**config.mk**
```make
export PLATFORM = sky130hd
export DESIGN_NAME = rss_state_sequencer
export DESIGN_NICKNAME = d
export VERILOG_FILES = /design/src/verilog/rss_pkg.sv /design/src/verilog/rss_counter_half.sv /design/src/verilog/rss_state_sequencer.sv
export VERILOG_INCLUDE_DIRS = /design/src /design/src/verilog
export SDC_FILE = /design/constraint.sdc
export NUM_CORES = 1
export LEC_CHECK = 0
export BUFFER_PORTS_ARGS = -buffer_cell sky130_fd_sc_hd__buf_2
export CAP_MARGIN = 20
export CORE_AREA = 2 2 39 41
export CTS_CLUSTER_SIZE = 28
export DETAILED_ROUTE_END_ITERATION = 16
export DIE_AREA = 0 0 41 43
export PLACE_DENSITY = 0.61
export SYNTH_ARGS = -nofsm -noshare
export SYNTH_HDL_FRONTEND = slang
export SYNTH_SLANG_ARGS = --single-unit
```
**constraint.sdc**
```tcl
create_clock -name i_mclk -period 3.5 [get_ports i_mclk]
set_input_delay 0.7 -clock i_mclk [delete_from_list [all_inputs] [get_ports i_mclk]]
set_output_delay 0.7 -clock i_mclk [all_outputs]
set_load 0.05 [all_outputs]
```
**src/verilog/rss_defines.svh**
```systemverilog
// Constants for the ROM state sequencer
`ifndef RSS_DEFINES_SVH
`define RSS_DEFINES_SVH
`define RSS_ADDR_W 8
`define RSS_NIB_W 4
`define RSS_ADDR_RESET 8'h00
`define RSS_ADDR_LAST 8'hff
`define RSS_NIB_LAST 4'hf
`define RSS_NIB_RESET 4'h0
`endif

```
**src/verilog/rss_pkg.sv**
```systemverilog
// Types for the ROM state sequencer
package rss_pkg;
  typedef enum logic {
    RSS_PROCESS,
    RSS_DECISION
  } rss_state_kind_t;
endpackage

```
**src/verilog/rss_counter_half.sv**
```systemverilog
// Four-bit counter half with parallel load and carry chain
`include "rss_defines.svh"
module rss_counter_half (
  input wire logic i_mclk,
  input wire logic i_reset_n,
  input wire logic i_count_en,
  input wire logic i_load_n,
  input wire logic [3:0] i_load_val,
  output logic [3:0] o_count,
  output logic o_carry
);
  logic [3:0] count_reg;

  always_ff @(posedge i_mclk) begin
    if (!i_reset_n) begin
      count_reg <= `RSS_NIB_RESET;
    end else if (!i_load_n) begin
      count_reg <= i_load_val;
    end else if (i_count_en) begin
      count_reg <= count_reg + 4'h1;
    end
  end

  assign o_count = count_reg;
  assign o_carry = i_count_en && (count_reg == `RSS_NIB_LAST);
endmodule // rss_counter_half

```
**src/verilog/rss_state_sequencer.sv**
```systemverilog
// Eight-bit ROM-driven state sequencer
`include "rss_defines.svh"
// Function
// Eight-bit address counts up by one per clock, wrapping 255 to zero.
// Address built from two cascaded four-bit counter halves on one clock.
// A taken jump loads the ROM jump address in parallel.
// Without a jump the next address is present address plus one.
// Active-low load enable asserts only in decision state with jump condition.
// ROM format bit is high in decision states; jumps need it.
// Jump qualifies only when qualifier and polarity bit differ.
// Process-state flags matter only when later decision states test them.
// Format bit low forces advance by exactly one next edge.
// Normal decision jumps on high qualifier, else advances.
// Inverted decision jumps on low qualifier, advances on high.
// Increments and loads take effect at the next rising clock edge.
// Synchronous reset forces the address to zero.
module rss_state_sequencer (
  input wire logic i_mclk,
  input wire logic i_reset_n,
  input wire logic i_rom_format,
  input wire logic i_rom_polarity,
  input wire logic [7:0] i_rom_jump_addr,
  input wire logic i_qualifier,
  output logic [7:0] o_state_addr,
  output logic o_jump_taken
);
  ////////////////////////////////////////////////////////////////////////////
  // Qualifier synchroniser
  logic qual_meta_reg;
  logic qual_sync_reg;

  always_ff @(posedge i_mclk) begin
    if (!i_reset_n) begin
      qual_meta_reg <= 1'b0;
      qual_sync_reg <= 1'b0;
    end else begin
      qual_meta_reg <= i_qualifier;
      qual_sync_reg <= qual_meta_reg;
    end
  end

  ////////////////////////////////////////////////////////////////////////////
  // Jump decision
  rss_pkg::rss_state_kind_t kind;
  logic qual_met;
  logic jump_load_n;
  logic lo_carry;
  logic [3:0] lo_count;
  logic [3:0] hi_count;

  // Format bit low means a process state, which never branches
  assign kind = i_rom_format ? rss_pkg::RSS_DECISION : rss_pkg::RSS_PROCESS;
  // Polarity low: jump on high qualifier; polarity high: jump on low
  assign qual_met = qual_sync_reg ^ i_rom_polarity;
  assign jump_load_n = !((kind == rss_pkg::RSS_DECISION) && qual_met);

  ////////////////////////////////////////////////////////////////////////////
  // Counter halves
  rss_counter_half u_lo (
    .i_mclk(i_mclk),
    .i_reset_n(i_reset_n),
    .i_count_en(1'b1),
    .i_load_n(jump_load_n),
    .i_load_val(i_rom_jump_addr[3:0]),
    .o_count(lo_count),
    .o_carry(lo_carry)
  );

  rss_counter_half u_hi (
    .i_mclk(i_mclk),
    .i_reset_n(i_reset_n),
    .i_count_en(lo_carry),
    .i_load_n(jump_load_n),
    .i_load_val(i_rom_jump_addr[7:4]),
    .o_count(hi_count),
    .o_carry()
  );

  assign o_state_addr = {hi_count, lo_count};

  always_ff @(posedge i_mclk) begin
    if (!i_reset_n) begin
      o_jump_taken <= 1'b0;
    end else begin
      o_jump_taken <= !jump_load_n;
    end
  end

  ////////////////////////////////////////////////////////////////////////////
  // Assertions
  // Jump wanted: decision state with the qualifier unlike the polarity bit
  function automatic logic rss_jump_wanted(input logic fmt, input logic pol, input logic qual);
    return fmt && (qual != pol);
  endfunction
endmodule // rss_state_sequencer

```
* Word level (Yosys, flattened, before mapping)
Cells that the tools add are included.
Storage, ports and cells: flip-flop bits (word level) 11, latch bits 0, memory bits (writable) 0, ROM bits 0, bits of input ports 13, word-level logic and storage cells 15, memories kept 0
Cells by class: add/sub/neg operators 2, $mul 0, div/mod/pow operators 0, magnitude comparators 0, equal/unequal tests 1, shift operators 0, multiplexer cells 4, bitwise operators 1, reductions and logical operators 2
Operators by type and width (number):
- two-way mux 4 bit | 3
- adder 4 x 1 -> 4 bit, second input constant | 2
- equality test 4 bit, second input constant | 1
- nonzero test 2 bit | 1
- logical AND 1 bit | 1
- two-way mux 1 bit | 1
- XOR 1 bit | 1

* Longest topological paths before layout
depth after elaboration 3, depth in mapped cells 4, depth with buffers taken out 4

* By module
A second synthesis with hierarchy kept.
Second synthesis, totals: cells, all modules 51, area, all modules 483.0 µm²
By module, submodules not included:
- rss_counter_half | instances 2, cells each 21, area an instance 193.9 µm², seq. area each 80.1 µm²
- rss_state_sequencer | instances 1, cells each 9, area an instance 95.1 µm², seq. area each 60.1 µm²

* Worst setup path before layout
Ideal clock, no wire load.
kind reg-to-reg, from reg u_lo.count_reg[0] (netlist: u_lo.o_count[0]), to reg u_hi.count_reg[3] (netlist: u_hi.o_count[3]), arrival 1657 ps, required time 3409 ps, slack 1752 ps, stages on the path, launching flop included 5, buffers on the path 0, clock period less this slack 1748 ps, cell sequence dfxtp_1 -> ha_1 -> nand3_2 -> or3_1 -> a311oi_1
Between the ends: word-level cells in the longest chain between the ends 2
Ends and longest elaborated chain:
- from (decl) | line rss_counter_half.sv:12 | logic [3:0] count_reg;
- from (signal assigned) | line rss_counter_half.sv:16 | count_reg <= `RSS_NIB_RESET;
- from (signal assigned) | line rss_counter_half.sv:18 | count_reg <= i_load_val;
- from (signal assigned) | line rss_counter_half.sv:20 | count_reg <= count_reg + 4'h1;
- equality test 4 bit (no line)
- nonzero test 2 bit (no line)
- to (signal assigned) | line rss_counter_half.sv:16
- to (signal assigned) | line rss_counter_half.sv:18
- to (signal assigned) | line rss_counter_half.sv:20
- to (decl) | line rss_counter_half.sv:12
No other way between the ends. A chain may end at the register's enable or synchronous reset.

* Worst setup path after layout
from reg u_lo.count_reg[2] (netlist: u_lo.o_count[2]), to out o_state_addr[2]
RTL lines:
- to (decl) | line rss_state_sequencer.sv:24 | output logic [7:0] o_state_addr,
No word-level cell between the ends.

==> flow_summary.yaml <==
outcome:
  run_status: "finished clean"
hold_path:
  hold_path_class: "flip-flop to flip-flop"
clocking:
  cts-resized-gates: 0
  cts-root-buf: "clkbuf_4"
  cts_buffers: 3
  htree_num_levels: 1
  clock_sinks: 11
  cts_hold_buffers: 0
  clk_latency_ns: 0.28
  cts.path.max_buffers: 2
  clk_pin_slew_ns: 0.08
  postCtsSetupBuffers: 0
  cts_tree: "done"
layout:
  layout-drive-gt1-share_pct: 33.8
  finish.instance_area_um2: 628
  area_delta_synth_final_pct: 31.8
  nets: 90
  antenna_cells: 0
floorplanning:
  io_pins: 22
  core_mm2: 0.00138
  chipHeight_um: 43
  die_area_mm2: 0.00176
  die_x_um: 41
  start_util_pct: 34.4
  floorplan.rows: 14
critical_path:
  critical_path_required_ns: 2.80
  cp_max_fo: 5
  critPathSlowestCell: "dfxtp_1"
  worst_ep_arrival_time_ns: 1.01
  worstSetupEndpointType: "primary output"
  start_kind: "flip-flop"
  cp_slowest_stage_delay_ns: 0.43
  path_class: "flip-flop to primary output"
  cp_top_family: "flip-flops"
  worst-path-buf-inv: 1
  crit_chain: "buf_2"
placement:
  dpl.hpwl_um: 816
  port_buffers: 21
  dpl-instance-area_um2: 602
  place.gp.congestion: 0.694
timing:
  finalSetupViolations: 0
  holdWs_ns: 0.445
  finalHoldViolations: 0
  tns_ns: 0
  drv_slew: 0
  clock.fmax_ghz: 0.585
  min_period_over_period_pct: 48.9
  worst_pin_slew_ns: 0.645
  slew_headroom_pct: 56.7
  fin_crit_ns: 1.71
  fin_worst_skew_ns: 0.00506
  rsz0062_at_grt: "false"
global_routing:
  grt_overflow_total: 0
  grt_antenna_before_repair: 0
  grt_pass1_vias: 430
  grt_pass1_wl_um: 1730
  globalRouteTotalUtil_pct: 14.9
  grt_max_degree: 9
power_and_ir_drop:
  vdd_ir_drop_max_uv: 243
  power.leakage_nw: 0.290
  power_switching_w: 0.000109
  seqPwrFrac_pct: 46.5
  power_frac_comb_pct: 24.1
  report.power.total_w: 0.000311
  power_frac_clock_pct: 29.4
  p_int_w: 0.000202
  pwr_density_cell_mw_per_mm2: 494
  sw_frac_of_total_pct: 35.0
synthesis:
  yosys_warnings: 0
  avgSynthCellArea_um2: 9.73
  seq_area_frac_synth_pct: 46.2
  yosys.cell_types.count: 19
  ys_ff_latch: 11
  synthCells: 49
  syn-num-nets: 64
  synth_area_um2: 477
routing:
  wirelength_um: 1070
  vias: 460
  via_per_inst: 5.11
  drtIter0Drc: 3
  routedWlPerCell_um: 11.9
  drcViolationCount: 0
  drt_first_pass_iters: 4
  drtAntennaViolNets: 0
flow_run:
  maxCapViolCount: 0
through the flow:
stage / setup WS [ns] / utilization, % / cells
final: 1.79 / 45.4 / 90
after global routing: 1.74 / 45.4 / 90
after CTS: 1.78 / 45.4 / 90
after detailed placement: 1.73 / 43.5 / 86
after global placement: 1.77 / 43.5 / 86
after floorplan: 1.75 / - / 49
final cells by class:
cell class	count	area, um^2
Fill cell	157	756
Multi-Input combinational cell	36	249
Sequential cell	11	220
Timing Repair Buffer	21	105
Clock buffer	4	26.3
Tap cell	16	20.0
Inverter	2	7.51
cell usage after synthesis (all sizes together):
| library cell | count | area share, % |
|---|---|---|
| dfxtp | 11 | 46 |
| a21oi | 5 | 5.2 |
| nand3 | 4 | 5.2 |
| o31ai | 4 | 6.3 |
| xor2 | 4 | 7.3 |
| nor3 | 3 | 3.1 |
| a211oi | 2 | 3.1 |
| and2 | 2 | 2.6 |
| ha | 2 | 5.2 |
| inv | 2 | 1.6 |
| o21ai | 2 | 2.1 |
| xnor2 | 2 | 3.7 |
| a311oi | 1 | 1.8 |
| mux2i | 1 | 2.1 |
| nand2 | 1 | 0.79 |
| nand4 | 1 | 1.3 |
| nor2 | 1 | 0.79 |
| or3 | 1 | 1.3 |
layer usage:
metal	wire length, um	vias up	part of all wire, %	track usage [%]
met5	0	-	0	0
met4	38	0	3.6	12.0
met3	63	4	5.9	3.14
met2	532	13	50	21.6
met1	434	212	41	17.9
li1	-	231	-	-
final timing paths:
path                        start              end  slack [ns]  cells past startpoint
hold reg to reg     qual_meta_reg    qual_sync_reg        0.45                      1
setup reg to reg  u_lo.o_count[0]  u_hi.o_count[3]        2.07                      4
setup / recovery  u_lo.o_count[2]  o_state_addr[2]        1.79                      1
hold / removal      qual_meta_reg    qual_sync_reg        0.45                      1
logic make-up (layout without fill, tap and decap cells):
family	Yosys count	in the layout	synth area share, %
xor+xnor	6	6	11.0
fa+ha+maj	2	2	5.25
simple gates	13	13	15.2
flops	11	11	46.2
compound gates	14	14	18.6
buf+inv	2	27	1.58
mux	1	1	2.10
power by group through the flow:
stage               clock [W]  sequential (W)  combinational [W]
finish              0.0000912        0.000145          0.0000748
global route        0.0000983        0.000146          0.0000812
CTS                 0.0000926        0.000145          0.0000754
detailed placement          0        0.000148          0.0000752
global placement            0        0.000147          0.0000742
floorplan                   0        0.000178          0.0000218
cell usage in the layout (no fill, tap or decap):
cell type  count
a211oi_1       2
a21oi_1        5
a311oi_1       1
and2_1         2
buf_2         21
clkbuf_1       1
clkbuf_4       3
dfxtp_1       11
ha_1           2
inv_1          2
mux2i_1        1
nand2_1        1
nand3_1        3
nand3_2        1
nand4_1        1
nor2_1         1
nor3_1         3
o21ai_0        2
o31ai_1        4
or3_1          1
xnor2_1        2
xor2_1         4
Power figures use the tool's default switching activity.
